### src/ssr_pkg.sv
// Purpose: Constants for the status and event register block.
// Assumes: 100 MHz clock; registers reached by a decoded query port.
// Notes: No logic here; operating rules listed below.
// Operation
// - Operation complete after earlier commands finish
// - Query error on orphan read or overrun
// - Device fault sets bit 3, queues code
// - Execution failure sets bit 4, queues code
// - Malformed command sets bit 5, queues code
// - Manual control switch sets bit 6
// - Power on sets bit 7
// - Event register readable, enable register read/write
// - Summaries for calibrate, measure, trigger at 0,4,5
// - Summaries for init, low, high at 10,11,12
// - Each group has condition and event views
// - Calibrating condition bit 1 during calibration
// - Calibrating event records start or completion
// - Measuring condition bit 1 while measuring
// - Measuring event records start or completion
// - Trigger wait bit 1; trigger enters measuring
// - Trigger event records any wait
// - Init bit 1 after power, connect, reset, preset
// - Init event records start or completion
// - Below limit condition and event
// - Above limit condition and event
// - Poll mask ANDed with status byte, ORed
package ssr_pkg;
    // Clock and initialization timing
    localparam int CLK_PERIOD_NS = 10;
    localparam int INIT_TIME_NS = 1000;
    localparam int INIT_CYCLES = (INIT_TIME_NS + CLK_PERIOD_NS - 1) / CLK_PERIOD_NS;
    // Standard event bit positions
    localparam int EVB_OPC = 0;
    localparam int EVB_QUERY = 2;
    localparam int EVB_DEVICE = 3;
    localparam int EVB_EXEC = 4;
    localparam int EVB_CMD = 5;
    localparam int EVB_USER = 6;
    localparam int EVB_PWR = 7;
    // Reset values
    localparam logic [7:0] EVENT_RESET = 8'h80;
    localparam logic [7:0] ENABLE_RESET = 8'h00;
    localparam logic [7:0] POLL_MASK_RESET = 8'h00;
    // Group indices and the summary position of each
    localparam int NUM_GROUPS = 6;
    localparam int GRP_CAL = 0;
    localparam int GRP_MEAS = 1;
    localparam int GRP_TRIG = 2;
    localparam int GRP_INIT = 3;
    localparam int GRP_LOW = 4;
    localparam int GRP_HIGH = 5;
    localparam int SUM_POS [NUM_GROUPS] = '{0, 4, 5, 10, 11, 12};
    // Active bit inside every group register
    localparam int GRP_BIT = 1;
    // Query port register selects
    localparam logic [4:0] SEL_EVENT = 5'h00;
    localparam logic [4:0] SEL_ENABLE = 5'h01;
    localparam logic [4:0] SEL_OP_COND = 5'h02;
    localparam logic [4:0] SEL_OP_EVENT = 5'h03;
    localparam logic [4:0] SEL_GRP_COND = 5'h04;
    localparam logic [4:0] SEL_GRP_EVENT = 5'h0A;
    localparam logic [4:0] SEL_POLL_MASK = 5'h10;
    // Error codes queued for each error class
    localparam logic signed [15:0] ERR_DEVICE = -16'sd300;
    localparam logic signed [15:0] ERR_DEVICE_LOW = -16'sd399;
    localparam logic signed [15:0] ERR_EXEC = -16'sd200;
    localparam logic signed [15:0] ERR_CMD = -16'sd100;
    // Trigger sequencing states
    typedef enum logic [1:0] {SSR_IDLE, SSR_WAIT, SSR_MEASURE} ssr_trig_state_t;
endpackage

### src/ssr_status.sv
// Purpose: Standard event and operation status reporting registers.
// Assumes: All event inputs come from logic on clk; queries decoded upstream.
// Notes: Reads return data one cycle after the strobe.
`timescale 1ns/1ps
`default_nettype none
module ssr_status #(
    parameter int INIT_CNT_W = 8,
    parameter int VALUE_W = 16
) (
    // Clock and reset
    input wire logic clk,
    input wire logic sys_rst,
    // Query port from the command interpreter
    input wire logic [4:0] reg_sel,
    input wire logic reg_rd,
    input wire logic reg_wr,
    input wire logic [15:0] reg_wdata,
    output logic [15:0] rd_data,
    output logic rd_valid,
    // Command sequencing events
    input wire logic opc_cmd,
    input wire logic exec_busy,
    input wire logic clear_cmd,
    input wire logic resp_ready,
    input wire logic resp_fetch,
    input wire logic cmd_recv,
    // Error events
    input wire logic dev_fault,
    input wire logic signed [15:0] dev_err_code,
    input wire logic exec_fail,
    input wire logic cmd_malformed,
    input wire logic manual_req,
    // Error queue feed
    output logic err_valid,
    output logic signed [15:0] err_code,
    // Activity inputs
    input wire logic cal_active,
    input wire logic meas_arm,
    input wire logic trig_event,
    input wire logic meas_done,
    input wire logic meas_abort,
    input wire logic reset_cmd,
    input wire logic preset_cmd,
    input wire logic connect_evt,
    // Limit checking
    input wire logic result_valid,
    input wire logic signed [VALUE_W-1:0] meas_value,
    input wire logic signed [VALUE_W-1:0] lower_limit,
    input wire logic signed [VALUE_W-1:0] upper_limit,
    // Status byte and summaries
    input wire logic [7:0] status_byte,
    output logic event_summary,
    output logic individual_status_flag
);
    // Parameter checks
    initial begin
        if (INIT_CNT_W < 2 || ssr_pkg::INIT_CYCLES >= (1 << INIT_CNT_W)) begin
            $error("INIT_CNT_W too small for initialization count");
        end
        if (VALUE_W < 2) begin
            $error("VALUE_W must be at least 2");
        end
    end

    localparam logic [INIT_CNT_W-1:0] INIT_LOAD = INIT_CNT_W'(ssr_pkg::INIT_CYCLES);

    // Status state
    logic [7:0] event_reg, event_next; // Standard event register
    logic [7:0] enable_reg, enable_next; // Standard event enable mask
    logic [7:0] poll_mask_reg, poll_mask_next; // Parallel poll mask
    logic opc_pend_reg, opc_pend_next; // Waiting for busy to drop
    logic resp_pend_reg, resp_pend_next; // Response data not yet fetched
    logic [INIT_CNT_W-1:0] init_cnt_reg, init_cnt_next; // Initialization timer
    logic below_reg, below_next; // Value below lower limit
    logic above_reg, above_next; // Value above upper limit
    logic [ssr_pkg::NUM_GROUPS-1:0] cond_reg, cond_next; // Group condition views
    logic [ssr_pkg::NUM_GROUPS-1:0] gevt_reg, gevt_next; // Group event views
    ssr_pkg::ssr_trig_state_t trig_state_reg, trig_state_next; // Trigger sequencing state
    logic err_valid_next;
    logic signed [15:0] err_code_next;
    logic esb_next;
    logic ist_next;

    // Helper terms
    logic [ssr_pkg::NUM_GROUPS-1:0] cond_now; // Present state of each group
    logic [ssr_pkg::NUM_GROUPS-1:0] gevt_set; // Group event set terms
    logic [15:0] op_cond; // Operation condition summary
    logic [15:0] op_event; // Operation event summary
    logic rd_event, rd_op_event, cls;
    logic [7:0] ev_set;
    logic opc_want;
    logic dev_code_ok;

    // Strobes that clear event views
    assign rd_event = reg_rd && reg_sel == ssr_pkg::SEL_EVENT;
    assign rd_op_event = reg_rd && reg_sel == ssr_pkg::SEL_OP_EVENT;
    assign cls = clear_cmd;

    // Present condition of each group
    // calibration in progress
    assign cond_now[ssr_pkg::GRP_CAL] = cal_active;
    assign cond_now[ssr_pkg::GRP_MEAS] = trig_state_reg == ssr_pkg::SSR_MEASURE;
    assign cond_now[ssr_pkg::GRP_TRIG] = trig_state_reg == ssr_pkg::SSR_WAIT;
    assign cond_now[ssr_pkg::GRP_INIT] = init_cnt_reg != '0;
    assign cond_now[ssr_pkg::GRP_LOW] = below_reg;
    assign cond_now[ssr_pkg::GRP_HIGH] = above_reg;

    // Per-group event set and summary bits
    genvar g;
    generate
        for (g = 0; g < ssr_pkg::NUM_GROUPS; g++) begin : gen_grp
            if (g == ssr_pkg::GRP_TRIG || g == ssr_pkg::GRP_LOW ||
                g == ssr_pkg::GRP_HIGH) begin : gen_lvl
                // any wait or limit violation is recorded
                assign gevt_set[g] = cond_now[g];
            end else begin : gen_edge
                // start or completion is a change
                assign gevt_set[g] = cond_now[g] != cond_reg[g];
            end
            assign op_cond[ssr_pkg::SUM_POS[g]] = cond_reg[g];
            assign op_event[ssr_pkg::SUM_POS[g]] = gevt_reg[g];
        end
    endgenerate
    // Unused summary positions read as zero
    assign op_cond[3:1] = '0;
    assign op_cond[9:6] = '0;
    assign op_cond[15:13] = '0;
    assign op_event[3:1] = '0;
    assign op_event[9:6] = '0;
    assign op_event[15:13] = '0;

    // Device code accepted only in its documented range
    assign dev_code_ok = (dev_err_code > 16'sd0) ||
        (dev_err_code <= ssr_pkg::ERR_DEVICE && dev_err_code >= ssr_pkg::ERR_DEVICE_LOW);
    assign opc_want = opc_pend_reg || opc_cmd;

    // Next state of all status registers
    always_comb begin
        ev_set = '0;
        // operation complete once nothing is executing
        ev_set[ssr_pkg::EVB_OPC] = opc_want && !exec_busy;
        opc_pend_next = opc_want && exec_busy;
        // orphan fetch or new command over pending data
        ev_set[ssr_pkg::EVB_QUERY] = (resp_fetch && !resp_pend_reg) || (cmd_recv && resp_pend_reg);
        ev_set[ssr_pkg::EVB_DEVICE] = dev_fault;
        ev_set[ssr_pkg::EVB_EXEC] = exec_fail;
        ev_set[ssr_pkg::EVB_CMD] = cmd_malformed;
        ev_set[ssr_pkg::EVB_USER] = manual_req;
        // Pending response: fetch or new command discards it
        if (resp_ready) begin
            resp_pend_next = 1'b1;
        end else if (resp_fetch || cmd_recv) begin
            resp_pend_next = 1'b0;
        end else begin
            resp_pend_next = resp_pend_reg;
        end
        // read clears, a set in the same cycle wins
        event_next = ((rd_event || cls) ? 8'h00 : event_reg) | ev_set;
        enable_next = enable_reg;
        poll_mask_next = poll_mask_reg;
        if (reg_wr && reg_sel == ssr_pkg::SEL_ENABLE) begin
            enable_next = reg_wdata[7:0];
        end
        if (reg_wr && reg_sel == ssr_pkg::SEL_POLL_MASK) begin
            poll_mask_next = reg_wdata[7:0];
        end
        // error code priority: device, then execution, then command
        err_valid_next = dev_fault || exec_fail || cmd_malformed;
        if (dev_fault) begin
            err_code_next = dev_code_ok ? dev_err_code : ssr_pkg::ERR_DEVICE;
        end else if (exec_fail) begin
            err_code_next = ssr_pkg::ERR_EXEC;
        end else if (cmd_malformed) begin
            err_code_next = ssr_pkg::ERR_CMD;
        end else begin
            err_code_next = err_code;
        end
        // restart initialization on reset, preset or connect
        if (reset_cmd || preset_cmd || connect_evt) begin
            init_cnt_next = INIT_LOAD;
        end else if (init_cnt_reg != '0) begin
            init_cnt_next = init_cnt_reg - 1'b1;
        end else begin
            init_cnt_next = init_cnt_reg;
        end
        below_next = result_valid ? (meas_value < lower_limit) : below_reg;
        above_next = result_valid ? (meas_value > upper_limit) : above_reg;
        trig_state_next = trig_state_reg;
        unique case (trig_state_reg)
            ssr_pkg::SSR_IDLE: begin
                if (meas_arm) begin
                    trig_state_next = ssr_pkg::SSR_WAIT;
                end
            end
            ssr_pkg::SSR_WAIT: begin
                if (meas_abort) begin
                    trig_state_next = ssr_pkg::SSR_IDLE;
                end else if (trig_event) begin
                    trig_state_next = ssr_pkg::SSR_MEASURE;
                end
            end
            ssr_pkg::SSR_MEASURE: begin
                if (meas_abort || meas_done) begin
                    trig_state_next = ssr_pkg::SSR_IDLE;
                end
            end
            default: begin
                trig_state_next = ssr_pkg::SSR_IDLE;
            end
        endcase
        cond_next = cond_now;
        // group events sticky; own read or summary read clears
        for (int i = 0; i < ssr_pkg::NUM_GROUPS; i++) begin
            if (cls || rd_op_event ||
                (reg_rd && reg_sel == ssr_pkg::SEL_GRP_EVENT + 5'(i))) begin
                gevt_next[i] = gevt_set[i];
            end else begin
                gevt_next[i] = gevt_reg[i] | gevt_set[i];
            end
        end
        // Event summary bit for the status byte
        esb_next = |(event_next & enable_next);
        ist_next = |(status_byte & poll_mask_reg);
    end

    // Status registers
    always_ff @(posedge clk or posedge sys_rst) begin
        if (sys_rst) begin
            // power on is recorded at reset
            event_reg <= ssr_pkg::EVENT_RESET;
            enable_reg <= ssr_pkg::ENABLE_RESET;
            poll_mask_reg <= ssr_pkg::POLL_MASK_RESET;
            opc_pend_reg <= 1'b0;
            resp_pend_reg <= 1'b0;
            init_cnt_reg <= INIT_LOAD;
            below_reg <= 1'b0;
            above_reg <= 1'b0;
            cond_reg <= '0;
            gevt_reg <= '0;
            trig_state_reg <= ssr_pkg::SSR_IDLE;
            err_valid <= 1'b0;
            err_code <= 16'sh0000;
            event_summary <= 1'b0;
            individual_status_flag <= 1'b0;
        end else begin
            event_reg <= event_next;
            enable_reg <= enable_next;
            poll_mask_reg <= poll_mask_next;
            opc_pend_reg <= opc_pend_next;
            resp_pend_reg <= resp_pend_next;
            init_cnt_reg <= init_cnt_next;
            below_reg <= below_next;
            above_reg <= above_next;
            cond_reg <= cond_next;
            gevt_reg <= gevt_next;
            trig_state_reg <= trig_state_next;
            err_valid <= err_valid_next;
            err_code <= err_code_next;
            event_summary <= esb_next;
            individual_status_flag <= ist_next;
        end
    end

    // Read path next values
    logic [15:0] rd_data_next;
    logic [4:0] grp_idx;
    always_comb begin
        rd_data_next = 16'h0000;
        grp_idx = 5'h00;
        if (reg_sel == ssr_pkg::SEL_EVENT) begin
            rd_data_next = {8'h00, event_reg};
        end else if (reg_sel == ssr_pkg::SEL_ENABLE) begin
            rd_data_next = {8'h00, enable_reg};
        end else if (reg_sel == ssr_pkg::SEL_POLL_MASK) begin
            rd_data_next = {8'h00, poll_mask_reg};
        end else if (reg_sel == ssr_pkg::SEL_OP_COND) begin
            rd_data_next = op_cond;
        end else if (reg_sel == ssr_pkg::SEL_OP_EVENT) begin
            rd_data_next = op_event;
        end else if (reg_sel >= ssr_pkg::SEL_GRP_COND && reg_sel < ssr_pkg::SEL_GRP_EVENT) begin
            grp_idx = reg_sel - ssr_pkg::SEL_GRP_COND;
            rd_data_next[ssr_pkg::GRP_BIT] = cond_reg[grp_idx[2:0]];
        end else if (reg_sel >= ssr_pkg::SEL_GRP_EVENT &&
                     reg_sel < ssr_pkg::SEL_GRP_EVENT + 5'(ssr_pkg::NUM_GROUPS)) begin
            grp_idx = reg_sel - ssr_pkg::SEL_GRP_EVENT;
            rd_data_next[ssr_pkg::GRP_BIT] = gevt_reg[grp_idx[2:0]];
        end
    end

    // Read path registers
    always_ff @(posedge clk or posedge sys_rst) begin
        if (sys_rst) begin
            rd_data <= 16'h0000;
            rd_valid <= 1'b0;
        end else begin
            rd_data <= reg_rd ? rd_data_next : rd_data;
            rd_valid <= reg_rd;
        end
    end
endmodule
`default_nettype wire

### config.mk
export PLATFORM = sky130hd
export DESIGN_NAME = ssr_status
export DESIGN_NICKNAME = d
export VERILOG_FILES = /design/src/ssr_pkg.sv /design/src/ssr_status.sv
export SDC_FILE = /design/constraint.sdc
export NUM_CORES = 1
export LEC_CHECK = 0
export ABC_AREA = 1
export BUFFER_PORTS_ARGS = -buffer_cell sky130_fd_sc_hd__buf_2
export CORE_MARGIN = 2
export CORE_UTILIZATION = 40
export CTS_CLUSTER_SIZE = 40
export DETAILED_ROUTE_END_ITERATION = 10
export PLACE_DENSITY_LB_ADDON = 0.15
export SYNTH_ARGS = -nofsm -noshare
export SYNTH_HDL_FRONTEND = slang
export SYNTH_SLANG_ARGS = --single-unit
### constraint.sdc
create_clock -name clk -period 5.2 [get_ports clk]
set_input_delay 0 -clock clk [delete_from_list [all_inputs] [get_ports clk]]
set_output_delay 0 -clock clk [all_outputs]
set_load 0.02 [all_outputs]
== Word level (Yosys, flattened, before mapping) ==
Index checks and enable logic that the tools add are counted.

* Input bits: 116
* Bits in writable memories: 0
* Bits in latches: 0
* Memories kept: 0
* Bits in registers: 86
* Logic and storage cells: 137
* Bits in read-only memories: 0

* Magnitude comparators: 11
* Equality and inequality tests: 18
* Muxes and demuxes: 34
* Divide/modulo/power cells: 0
* Shift operators: 0
* Reductions and logical operators: 45
* $add $sub $neg: 3
* Bitwise operators: 9
* $mul: 0

{| class="wikitable"
|+ Operators by type and width
! kind !! count
|-
| $mux 16 || 4
|-
| $mux 13 || 4
|-
| $mux 8 || 4
|-
| $eq 5x4->1 const B || 6
|-
| $logic_and 1x1->1 || 17
|-
| $logic_or 1x1->1 || 17
|-
| $and 8x8->8 || 2
|-
| $ge 16x10->1 const B || 1
|-
| $gt 16x1->1 const B || 1
|-
| $gt 16x16->1 || 1
|-
| $le 16x10->1 const B || 1
|-
| $lt 16x16->1 || 1
|-
| $reduce_or 8->1 || 2
|-
| $mux 1 || 14
|-
| $mux 11 || 1
|-
| $eq 5x2->1 const B || 2
|-
| $lt 3x4->1 const B || 2
|-
| $mux 2 || 4
|-
| $or 8x7->8 || 1
|-
| $reduce_bool 8->1 || 1
|-
| $sub 8x1->8 const B || 1
|-
| $bmux 1 s3 || 2
|-
| $or 1x1->1 || 6
|-
| $pmux 2 s3 || 1
|-
| 20 further kinds || 24
|}

== Longest topological paths before layout ==
Gate-level depths: netlist of the first run.

* Word-level depth: 10
* Mapped depth: 14

== Worst setup path before layout of the first run ==
OpenSTA, ideal clock, no wires.

* Path kind: register to register
* Start: register init_cnt_reg[0]
* End: register gevt_reg[3] (netlist name)
* Data arrival time: 1.230 ns
* Setup slack: 3.840 ns
* Required time: 5.070 ns
* Path buffers: 0
* Stages on the path, launching flop included: 9
* Library setup time: 0.130 ns
* Cell sequence: dfrtp_1 inv_1 ha_1 nand3_1 nor2_1 nand2_1 inv_1 a22oi_1 o21ai_0

* Word-level cells in the longest chain between the ends: 4

{| class="wikitable"
|+ RTL lines
! element !! RTL line !! source
|-
| from (decl) || ssr_status.sv:73 || <nowiki>logic [INIT_CNT_W-1:0] init_cnt_reg, init_cnt_next;</nowiki>
|-
| from (signal assigned) || ssr_status.sv:251 || <nowiki>init_cnt_reg <= init_cnt_next;</nowiki>
|-
| $reduce_bool 8->1 (*) || ssr_status.sv:104 || <nowiki>assign cond_now[ssr_pkg::GRP_INIT] = init_cnt_reg != '0;</nowiki>
|-
| via cond_next (one bit) || ssr_status.sv:76 || <nowiki>logic [ssr_pkg::NUM_GROUPS-1:0] cond_reg, cond_next;</nowiki>
|-
| $ne 1x1->1 (*) || ssr_status.sv:118 || <nowiki>assign gevt_set[g] = cond_now[g] != cond_reg[g];</nowiki>
|-
| $or 1x1->1 || ssr_status.sv:218 || <nowiki>gevt_next[i] = gevt_reg[i] | gevt_set[i];</nowiki>
|-
| $mux 1 (*) || ssr_status.sv:214 || <nowiki>if (cls || rd_op_event ||</nowiki>
|-
| via gevt_next (one bit) || ssr_status.sv:77 || <nowiki>logic [ssr_pkg::NUM_GROUPS-1:0] gevt_reg, gevt_next;</nowiki>
|-
| to (signal assigned) || ssr_status.sv:255 || <nowiki>gevt_reg <= gevt_next;</nowiki>
|-
| to (decl) || ssr_status.sv:77 ||
|}

The timed path passes the listed nets; every way through them passes the cells marked *.
A chain may end at the register's enable or synchronous reset.

== Worst setup path after layout of the first run ==
* Start: input dev_err_code[8]
* End: register err_code[2]

* Word-level cells in the longest chain between the ends: 5

{| class="wikitable"
|+ RTL lines
! element !! RTL line !! source
|-
| from (decl) || ssr_status.sv:29 || <nowiki>input wire logic signed [15:0] dev_err_code,</nowiki>
|-
| $le 16x10->1 or $ge 16x10->1 (tied branches) || ssr_status.sv:134 || <nowiki>(dev_err_code <= ssr_pkg::ERR_DEVICE && dev_err_code >= ssr_pkg::ERR_DEVICE_LOW);</nowiki>
|-
| $logic_and 1x1->1 || ssr_status.sv:134 ||
|-
| $logic_or 1x1->1 (*) || ssr_status.sv:133 || <nowiki>assign dev_code_ok = (dev_err_code > 16'sd0) ||</nowiki>
|-
| $mux 16 (*) || ssr_status.sv:170 || <nowiki>err_code_next = dev_code_ok ? dev_err_code : ssr_pkg::ERR_DEVICE;</nowiki>
|-
| $mux 16 (*) || ssr_status.sv:169 || <nowiki>if (dev_fault) begin</nowiki>
|-
| to (signal assigned) || ssr_status.sv:258 || <nowiki>err_code <= err_code_next;</nowiki>
|-
| to (decl) || ssr_status.sv:35 || <nowiki>output logic signed [15:0] err_code,</nowiki>
|}

Mark *: on every way between the ends. The rest lies on a longest branch, timed or not.

==> metrics.md, run 1 <==
| Metric | Value |
|---|---|
| Status | `complete, but fails checks` |
| Failing checks | `negative hold slack` |
| Largest net degree at the start of global routing | `82` |
| Max Clock Freq | `365.6 MHz` |
| Largest register FFs | `16` |
| Antenna-violating nets left | `0` |
| Die width | `113.7 um` |
| Yosys Warn Count | `0` |
| Final worst setup slack | `2465 ps` |
| 1st-iter DRT viols | `316` |
| Reg-to-reg startpoint | `poll_mask_reg[2]` |
| DR vias | `4,693` |
| Main synth FF type | `dfrtp_1` |
| Period Utilization, post-route | `52.60%` |
| Fin nets | `976` |
| Number of synthesized register bits | `81` |
| Register area share after synthesis | `42.25%` |
| Routed len/inst | `12.66 um` |
| Clock latency on the worst-skew pair | `350 ps` |
| # IOs | `152` |
| Place WS | `3631 ps` |
| Global-route wire length before repair | `20,420 um` |
| Worst hold margin | `-52.66 ps` |
| Yosys cell types | `43` |
| Pre-Repair DR Iteration Count | `5` |
| # diodes | `0` |
| CP dominant cell by count | `nand2_1` |
| Total gr overflow | `0` |
| Max incr delay on CP | `540 ps` |
| Syn Area/Cell | `7.562 um2` |
| Clock transition at path regs | `60 ps` |
| Longest Clk Path Bufs | `2` |
| Data required, critical path | `5430 ps` |
| Clock sinks | `81` |
| Routability cong. | `0.8669` |
| CTS root buf | `clkbuf_16` |
| EDFF count, synth | `0` |
| Gr usage total | `19.53%` |
| CP arrival | `2970 ps` |
| Worst reg-to-reg path cell count | `6` |
| Chip height | `113.7 um` |
| Commonest non-fill, non-tap cell in the layout | `nand2_1` |
| Reg2Reg Setup Slack | `3200 ps` |
| Vias in the first global route | `4,604` |
| Routed wire length | `12,380 um` |
| TritonCTS buffer count | `9` |
| Ranking of synthesized cells by area | `dfrtp_1 40%, nand2_1 14%, ha_1 8.8%` |
| Largest regs | `err_code (16), rd_data (11)` |
| Async set-reset flop share out of synthesis | `100.0%` |
| Max Transition Viols Final | `0` |
| FP Rows | `40` |
| Worst min path class | `primary input to async pin` |
| FF-to-FF End | `individual_status_flag` |
| CP startpoint kind | `primary input` |
| Sum Neg Setup Slack | `0 ps` |
| Synth area leader | `dfrtp_1` |
| Die area | `0.01292 mm2` |
| Synth top area share | `40.06%` |
| Worst path cell trace | `dlygate4sd3_1 -> buf_2 -> inv_1 -> nand4_1 -> nor2_1 -> nand4_1 -> nand2_1 -> nand2_1 -> nand2_1 -> nand2_1 -> nand2_1 -> dlygate4sd3_1 -> nand2_1 -> dlygate4sd3_1` |
| Layout cells sized above 1 | `21.54%` |
| Synth Instances | `636` |
| Initial core utilization | `40.55%` |
| Final hold violation count | `71` |
| VDD IR max | `0.0001568 V` |
| Vias/cell | `4.799` |
| CTS tree | `built` |
| Crit-path slowest cell | `dlygate4sd3_1` |
| Commonest cells after routing, fill and taps aside | `181 x nand2_1, 138 x buf_2, 101 x inv_1, 77 x dfrtp_1, 55 x nor2_1` |
| Port-buffer cells | `138` |
| Max-Cap Viols | `0` |
| Layout area overhead | `33.27%` |
| Core ar. | `0.01186 mm2` |
| Slew @ Worst Pin | `996.1 ps` |
| Crit path max fanout | `15` |
| Setup violations, final | `0` |
| Worst clock skew | `9.773 ps` |
| Fillers | `1,116` |
| Hpwl dp | `9189 um` |
| Most flops, register | `err_code` |
| Cell Area, Synth | `0.004810 mm2` |
| Crit. End Element | `flop` |
| Drc violations | `0` |
| RSZ-0062 raised after global routing | `false` |
| Tmin final | `2735 ps` |
| Max H-tree Level | `3` |
| Leak | `3.469 nW` |
| Critical setup path kind | `primary input to flop` |
| Tot Pwr | `1.790 mW` |
| Initial antenna violation count | `0` |
| Slew HR | `33.59%` |
| Power Density | `279.3 mW/mm2` |
-- what timing repair did --
item / in CTS / in global routing
gates resized for setup: 0 / 0
hold buffers: 48 / 0
setup buffers: 0 / 0
endpoints found under the setup margin: 0 / 0
hold endpoints to repair: 48 / 0
-- worst max path at each step --
stage,slack [ps],cells after the start,startpoint,end
final,2460,14,dev_err_code[8],err_code[2]
after global routing,2230,14,dev_err_code[8],err_code[2]
after CTS,2490,14,dev_err_code[8],err_code[2]
after detailed placement,3630,8,init_cnt_reg[0],init_cnt_reg[0]
after global placement,3660,8,init_cnt_reg[0],gevt_reg[3]
after floorplan,3130,1,sys_rst,above_reg
-- routing by layer --
| layer | share of wire (%) | track usage, % |
|---|---|---|
| met1 | 46 | 25.52 |
| met2 | 46 | 32.18 |
| met3 | 6.0 | 3.826 |
| met4 | 2.2 | 7.561 |
| met5 | 0 | 0 |
-- power breakdown --
group / switching, mW / leakage (nW) / total, mW / internal (mW)
Clock: 0.274 / 0.140 / 0.650 / 0.376
Sequential: 0.0438 / 0.979 / 0.752 / 0.708
Combinational: 0.222 / 2.35 / 0.388 / 0.167
Total: 0.539 / 3.47 / 1.79 / 1.25
-- cell usage after synthesis (7+ instances only) --
cell     instances
a21oi_1         38
dfrtp_1         77
ha_1            34
inv_1          102
nand2_1        181
nand3_1         19
nand4_1         10
nor2_1          55
nor3_1          12
o21ai_0         31
o21ai_1          7
-- per-stage QoR --
step                std cells  utilization, %  hold WS, ps  instance area [um2]
floorplan                 640               -        31.43                 4825
global route              978           54.04        27.34                 6410
global placement          914           47.44        132.2                 5627
detailed placement        914           47.44        138.1                 5627
CTS                       978           54.04        7.109                 6410
finish                    978           54.04       -52.66                 6410
-- cells by family (layout without fill, tap and decap cells) --
kind of cell,count (synthesis),count (layout),share of synthesized area [%]
buffers and inverters,119,310,10.15
flip-flops,81,81,42.25
adder cells (fa/ha/maj),34,34,8.845
XOR/XNOR,4,4,0.7285
AO/OA/AOI/OAI,105,105,12.49
AND/OR/NAND/NOR,292,292,25.47
other,1,5,0.07797
-- critical path: cells and delay by family --
family,cells,cell delay [ps]
and+or+nand+nor,9,1140
buffers and inverters,5,1810
-- cell type report --
cell class	count	area (um2)	share of cell area [%]
timing repair buffer	187	1179	18.39
multi-input combinational	440	2305	35.96
inverter	107	407.9	6.363
sequential	81	2032	31.70
clock inverter	7	77.57	1.210
tap	147	183.9	2.869
clock buffer	9	225.2	3.514
(Power assumes the default switching activity.)
==> run 2: changes to the inputs <==
- ABC_AREA: 1 -> 0
- clock period: 5.2 -> 2.5 ns (I/O delays scaled with it)
==> run 2 against run 1 <==
Compared with the run above:
- critical path type unchanged
- first-iteration DRC count fell by 14%
- the flow now finishes without violations
- critical endpoint is now err_code[8]
- sequential power rose by 100%
- synthesized cell count down 28%
- hold slack better by 110 ps
- clock skew shrank 2.6 ps
==> metrics.md, run 2 <==
| Metric | Value |
|---|---|
| Clock latency on the worst-skew pair | `340 ps (about the same)` |
| # IOs | `152 (unchanged)` |
| Initial core utilization | `40.58% (about the same)` |
| DP Area | `0.005410 mm2 (-3.8%)` |
| Max Used Layer | `met5` |
| Tot Pwr | `3.587 mW (+100%)` |
| Slew @ Worst Pin | `737.7 ps (-258.5 ps)` |
| Fin nets | `792 (-19%)` |
| DR WL met2 | `5623 um (-1.7%)` |
| Longest Clk Path Bufs | `2 (unchanged)` |
| Syn Area/Cell | `10.01 um2 (+32%)` |
| Hpwl dp | `8849 um (-3.7%)` |
| Gr usage total | `19.88% (+0.35 points)` |
| Largest register FFs | `16 (unchanged)` |
| Chip height | `111.2 um (-2.2%)` |
| Total gr overflow | `0 (unchanged)` |
| Routed wire length | `11,780 um (-4.9%)` |
| Power Density | `580.4 mW/mm2 (+110%)` |
| Resize count post-CTS | `0 (unchanged)` |
| Drc violations | `0 (unchanged)` |
| FF+latch area | `0.002032 mm2 (unchanged)` |
| CP arrival | `2230 ps (-740 ps)` |
| Die width | `111.2 um (-2.2%)` |
| Largest regs | `err_code (16), rd_data (11)` |
| Routed len/inst | `14.91 um (+18%)` |
| Data required, critical path | `2720 ps (-2710 ps)` |
| Most numerous cell in the Yosys netlist | `dfrtp_1` |
| Max H-tree Level | `3 (unchanged)` |
| Multi-input logic area | `0.002288 mm2 (-0.71%)` |
| Crit path max fanout | `11 (-4)` |
| Main synth FF type | `dfrtp_1` |
| Commonest non-fill, non-tap cell in the layout | `buf_2` |
| Crit. End Element | `flop` |
| Vias in the first global route | `4,318 (-6.2%)` |
| Commonest cells after routing, fill and taps aside | `138 x buf_2, 77 x dfrtp_1, 50 x inv_1, 46 x dlygate4sd3_1` |
| Fillers | `1,057 (-5.3%)` |
| # diodes | `0 (unchanged)` |
| TritonCTS buffer count | `9 (unchanged)` |
| Max Clock Freq | `498.7 MHz` |
| Worst min path class | `primary input to flop` |
| Design area | `0.006180 mm2 (-3.6%)` |
| Tmin final | `2005 ps` |
| Clock transition at path regs | `60 ps (about the same)` |
| Period Utilization, post-route | `80.20%` |
| WL met3 | `795 um (+7.9%)` |
| M1 WL | `5081 um (-9.9%)` |
| Yosys Warn Count | `0 (unchanged)` |
| Slew HR | `50.82% (+17 points)` |
| Largest net degree at the start of global routing | `46 (-44%)` |
| DR vias | `4,076 (-13%)` |
| Final core occ | `54.59% (+0.55 points)` |
| Global-route wire length before repair | `20,010 um (-2.0%)` |
| Max Transition Viols Final | `0 (unchanged)` |
| Final hold violation count | `0 (-100%)` |
| 1st-iter DRT viols | `273 (-14%)` |
| Yosys cell types | `58 (+35%)` |
| Register area share after synthesis | `44.23% (+2.0 points)` |
| Pre-Repair DR Iteration Count | `6 (+1)` |
| Port-buffer cells | `138 (unchanged)` |
| Core ar. | `0.01132 mm2 (-4.6%)` |
| Critical setup path kind | `primary input to flop` |
| Ranking of synthesized cells by area | `dfrtp_1 42%, ha_1 9.3%, mux2_2 5.1%` |
| VDD IR max | `0.0003768 V (+140%)` |
| Clock sinks | `81 (unchanged)` |
| Setup violations, final | `0 (unchanged)` |
| EDFF count, synth | `0 (unchanged)` |
| Routability cong. | `0.8677 (about the same)` |
| Antenna-violating nets left | `0 (unchanged)` |
| Layout area overhead | `34.50%` |
| Synth Instances | `459 (-28%)` |
| Cell Area, Synth | `0.004594 mm2 (-4.5%)` |
| Worst clock skew | `7.173 ps (-2.600 ps)` |
| CTS root buf | `clkbuf_16` |
| Layout cells sized above 1 | `29.83% (+8.3 points)` |
| FP Rows | `39 (-2.5%)` |
| Initial antenna violation count | `1 (+1)` |
| Synth area leader | `dfrtp_1` |
| Sum Neg Setup Slack | `0 ps (unchanged)` |
| Number of synthesized register bits | `81 (unchanged)` |
| RSZ-0062 raised after global routing | `false` |
| Vias/cell | `5.159 (+7.5%)` |
| Async set-reset flop share out of synthesis | `100.0% (unchanged)` |
| CP startpoint kind | `primary input` |
| Leak | `2.977 nW (-14%)` |
| CTS tree | `built` |
| Synth top area share | `41.94% (+1.9 points)` |
| Status | `completed` |
| Most flops, register | `err_code` |
| Commonest cells in the netlist | `77 x dfrtp_1, 51 x inv_1, 34 x ha_1, 34 x nor2_1, 24 x nand2_1` |
| Die area | `0.01236 mm2 (-4.3%)` |
| Max-Cap Viols | `0 (unchanged)` |
-- run 2: cell types whose count changed after synthesis, moves of 6 or more --
cell / previous run / this run
a21oi_1: 38 / 20
a22oi_1: 2 / 12
inv_1: 102 / 51
mux2_2: 0 / 21
nand2_1: 181 / 24
nand2b_1: 0 / 7
nand3_1: 19 / 9
nor2_1: 55 / 34
nor2b_1: 0 / 10
o211ai_1: 1 / 7
o21ai_0: 31 / 20
o21ai_1: 7 / 0
o32a_1: 0 / 8
or3_1: 0 / 6
-- run 2: what timing repair did --
action                                  CTS  global route
hold buffers                             46             0
buffers inserted                          0             0
endpoints found under the setup margin    0             0
endpoints found under the hold margin    80             0
-- run 2: cell families after synthesis --
logic type | synth area share (%)
adder cells (fa/ha/maj) | 9.259
AO/OA/AOI/OAI | 17.10
XOR/XNOR | 0.9531
buffers and inverters | 6.291
flip-flops | 44.23
AND/OR/NAND/NOR | 15.09
multiplexers | 6.999
other | 0.08162
-- run 2: worst paths after layout --
| check | end | startpoint | cells past startpoint | slack (ps) |
|---|---|---|---|---|
| setup / recovery | err_code[8] | dev_fault | 7 | 490 |
| hold / removal | rd_valid | reg_rd | 2 | 50 |
| setup reg to reg | individual_status_flag | poll_mask_reg[5] | 4 | 600 |
| hold reg to reg | cond_reg[4] | below_reg | 0 | 400 |
| max in group asynchronous | event_reg[7] | sys_rst | 4 | 1500 |
| min in group asynchronous | err_valid | sys_rst | 3 | 280 |
-- run 2: final cells by class --
cell class	count	area share, %
Multi-Input combinational cell	313	37.03
Sequential cell	81	32.88
Timing Repair Buffer	186	19.07
Clock buffer	14	4.434
Inverter	51	3.118
Tap cell	143	2.895
Clock inverter	2	0.5669
-- run 2: routing by layer --
layer | track usage [%] | vias to the layer above
li1 | - | 2018
met1 | 24.27 | 1890
met2 | 33.46 | 141
met3 | 5.631 | 25
met4 | 7.490 | 2
met5 | 0 | -
-- run 2: power by group --
group	total [mW]	internal [mW]	switching (mW)	leakage, nW
sequential	1.53	1.44	0.0868	0.972
clock	1.36	0.854	0.504	0.153
combinational	0.699	0.349	0.349	1.85
-- run 2: through the flow --
| step | hold WS, ps | worst slack, ps | cells |
|---|---|---|---|
| finish | 52.91 | 494.9 | 790 |
| global route | 55.90 | 373.5 | 790 |
| CTS | 33.41 | 521.7 | 790 |
| detailed placement | 104.9 | 669.2 | 728 |
| global placement | 102.3 | 694.3 | 728 |
| floorplan | 31.43 | 426.5 | 463 |
-- run 2: worst max-delay path: stages --
cell	delay, ps
dlygate4sd3_1	540
buf_2	200
nor3_1	430
inv_1	290
nor2_1	160
a21oi_1	50
dlygate4sd3_1	550
==> run 3: changes to the inputs <==
- clock period: 2.5 -> 2.08 ns (I/O delays scaled with it)
==> run 3 against run 2 <==
Compared with the run above:
- clock power rose by 26%
- non-clock buffer count fell by 2
- routed wire length fell by 3.2%
- combinational power rose by 19%
- via count fell by 1.5%
- worst setup slack got worse by 360 ps
- count of clock-buffer cells in the layout fell by 5
- sequential power rose by 20%
- sequential share of layout area barely moved
- final cell count fell by 0.25%
- critical endpoint is now individual_status_flag
- largest power group unchanged
==> metrics.md, run 3 (synthesis results as in run 2) <==
| Metric | Value |
|---|---|
| Switching pwr | `1.176 mW (+25%)` |
| Leak | `2.981 nW (+0.14%)` |
| # IOs | `152 (unchanged)` |
| Crit path max fanout | `3 (-8)` |
| Longest Clk Path Bufs | `2 (unchanged)` |
| Gr usage total | `18.49% (-1.4 points)` |
| TritonCTS buffer count | `9 (unchanged)` |
| FP Rows | `39 (unchanged)` |
| Routability cong. | `0.9174 (+5.7%)` |
| Largest net degree at the start of global routing | `82 (+78%)` |
| Slew HR | `50.12% (-0.70 points)` |
| Cells after DPL | `730 (+0.27%)` |
| Pre-Repair DR Iteration Count | `4 (-2)` |
| Vias in the first global route | `3,969 (-8.1%)` |
| Critical setup path kind | `flop to flop` |
| Clock sinks | `81 (unchanged)` |
| Clock latency on the worst-skew pair | `330 ps (about the same)` |
| Initial antenna violation count | `0 (-1)` |
| Reg power frac | `41.9% (-0.8 points)` |
| Max-Cap Viols | `0 (unchanged)` |
| Largest register FFs | `16 (unchanged)` |
| Largest regs | `err_code (16), rd_data (11)` |
| Clock transition at path regs | `60 ps (about the same)` |
| Tmin final | `1950 ps` |
| Routed len/inst | `14.46 um (-3.0%)` |
| Total gr overflow | `0 (unchanged)` |
| Power Density | `710.9 mW/mm2 (+22%)` |
| Clock power frac | `39.1% (+1.2 points)` |
| Hpwl dp | `8741 um (-1.2%)` |
| CP arrival | `2160 ps (-70 ps)` |
| Routed wire length | `11,400 um (-3.2%)` |
| Layout cells sized above 1 | `30.70% (+0.87 points)` |
| Setup violations, final | `0 (unchanged)` |
| Slew @ Worst Pin | `748.2 ps (+10.51 ps)` |
| Fillers | `1,041 (-1.5%)` |
| Data required, critical path | `2290 ps (-430 ps)` |
| Antenna-violating nets left | `0 (unchanged)` |
| DR vias | `4,015 (-1.5%)` |
| CP startpoint kind | `flop` |
| Die area | `0.01236 mm2 (unchanged)` |
| Non-filler cells, final | `788 (-0.25%)` |
| Final core occ | `54.55% (about the same)` |
| Most flops, register | `err_code` |
| Int Pwr | `3.215 mW (+21%)` |
| VDD IR max | `0.0004972 V (+32%)` |
| Crit. End Element | `flop` |
| Commonest non-fill, non-tap cell in the layout | `buf_2` |
| Commonest cells after routing, fill and taps aside | `138 x buf_2, 77 x dfrtp_1, 50 x inv_1, 42 x dlygate4sd3_1` |
| CTS root buf | `clkbuf_16` |
| Post-CTS setup buffer count | `0 (unchanged)` |
| 1st-iter DRT viols | `232 (-15%)` |
| Max H-tree Level | `3 (unchanged)` |
| Chip height | `111.2 um (unchanged)` |
| Worst min path class | `primary input to flop` |
| Global-route wire length before repair | `18,610 um (-7.0%)` |
| Worst clock skew | `7.162 ps (-0.01179 ps)` |
| Die width | `111.2 um (unchanged)` |
| Vias/cell | `5.095 (-1.2%)` |
| Sum Neg Setup Slack | `0 ps (unchanged)` |
| Logic pwr share | `19.0% (-0.5 points)` |
| Port-buffer cells | `138 (unchanged)` |
| Max Clock Freq | `512.8 MHz` |
| # diodes | `0 (unchanged)` |
| CTS tree | `built` |
| Max Transition Viols Final | `0 (unchanged)` |
| Drc violations | `0 (unchanged)` |
| Status | `completed` |
| Layout area overhead | `34.42% (about the same)` |
| Initial core utilization | `40.58% (unchanged)` |
| Core ar. | `0.01132 mm2 (unchanged)` |
| Fin nets | `790 (-0.25%)` |
| Net Sw Frac | `26.79% (+0.58 points)` |
| Period Utilization, post-route | `93.75%` |
| RSZ-0062 raised after global routing | `false` |
| Final hold violation count | `0 (unchanged)` |
-- run 3: final timing paths --
check	slack, ps	to	start	depth (start not counted)
worst max-delay path	130	individual_status_flag	poll_mask_reg[5]	4
worst min-delay path	7	event_reg[2]	cmd_recv	2
worst max register to register	130	individual_status_flag	poll_mask_reg[5]	4
worst min register to register	400	cond_reg[4]	below_reg	0
max in group asynchronous	1390	init_cnt_reg[2]	sys_rst	4
min in group asynchronous	260	err_valid	sys_rst	4
-- run 3: per-stage QoR --
| step | area (um2) | hold slack (ps) | power (mW) | worst slack (ps) |
|---|---|---|---|---|
| 2_1_floorplan | 4609 | 31.43 | 2.325 | 6.532 |
| 3_3_place_gp | 5425 | 117.0 | 2.608 | 309.0 |
| 3_5_place_dp | 5425 | 123.5 | 2.632 | 198.7 |
| 4_1_cts | 6171 | 10.91 | 4.440 | 132.9 |
| 5_1_grt | 6176 | 15.17 | 4.619 | 33.64 |
| 6_report | 6176 | 7.159 | 4.391 | 129.9 |
-- run 3: final cells by class --
| class | instances | area (um2) | share of cell area [%] |
|---|---|---|---|
| Sequential cell | 81 | 2032 | 32.90 |
| Timing Repair Buffer | 184 | 1154 | 18.68 |
| Clock buffer | 9 | 225.2 | 3.647 |
| Multi-Input combinational cell | 313 | 2293 | 37.14 |
| Clock inverter | 7 | 100.1 | 1.621 |
| Inverter | 51 | 192.7 | 3.120 |
| Tap cell | 143 | 178.9 | 2.897 |
-- run 3: worst max-delay path: stages, from the launching register on --
cell	delay, ps
dfrtp_1	410
a22oi_1	190
dlygate4sd3_1	580
nand4_1	80
dlygate4sd3_1	570
-- run 3: per-layer routing --
layer / track usage (%) / share of wire, %
met3: 4.757 / 6.3
met5: 0 / 0
met1: 24.25 / 45
met2: 30.33 / 47
met4: 5.350 / 0.92
-- run 3: power by group through the flow --
stage	Clock, mW	Sequential, mW	Combinational, mW
2_1_floorplan	0	1.89	0.435
3_3_place_gp	0	1.86	0.745
3_5_place_dp	0	1.87	0.765
4_1_cts	1.76	1.84	0.842
5_1_grt	1.83	1.86	0.932
6_report	1.72	1.84	0.835
-- run 3: what timing repair did --
item | 4_1_cts | 5_1_grt
hold buffers | 42 | 0
endpoints found under the hold margin | 122 | 0
gates resized for setup | 0 | 1
setup endpoints to repair | 0 | 1
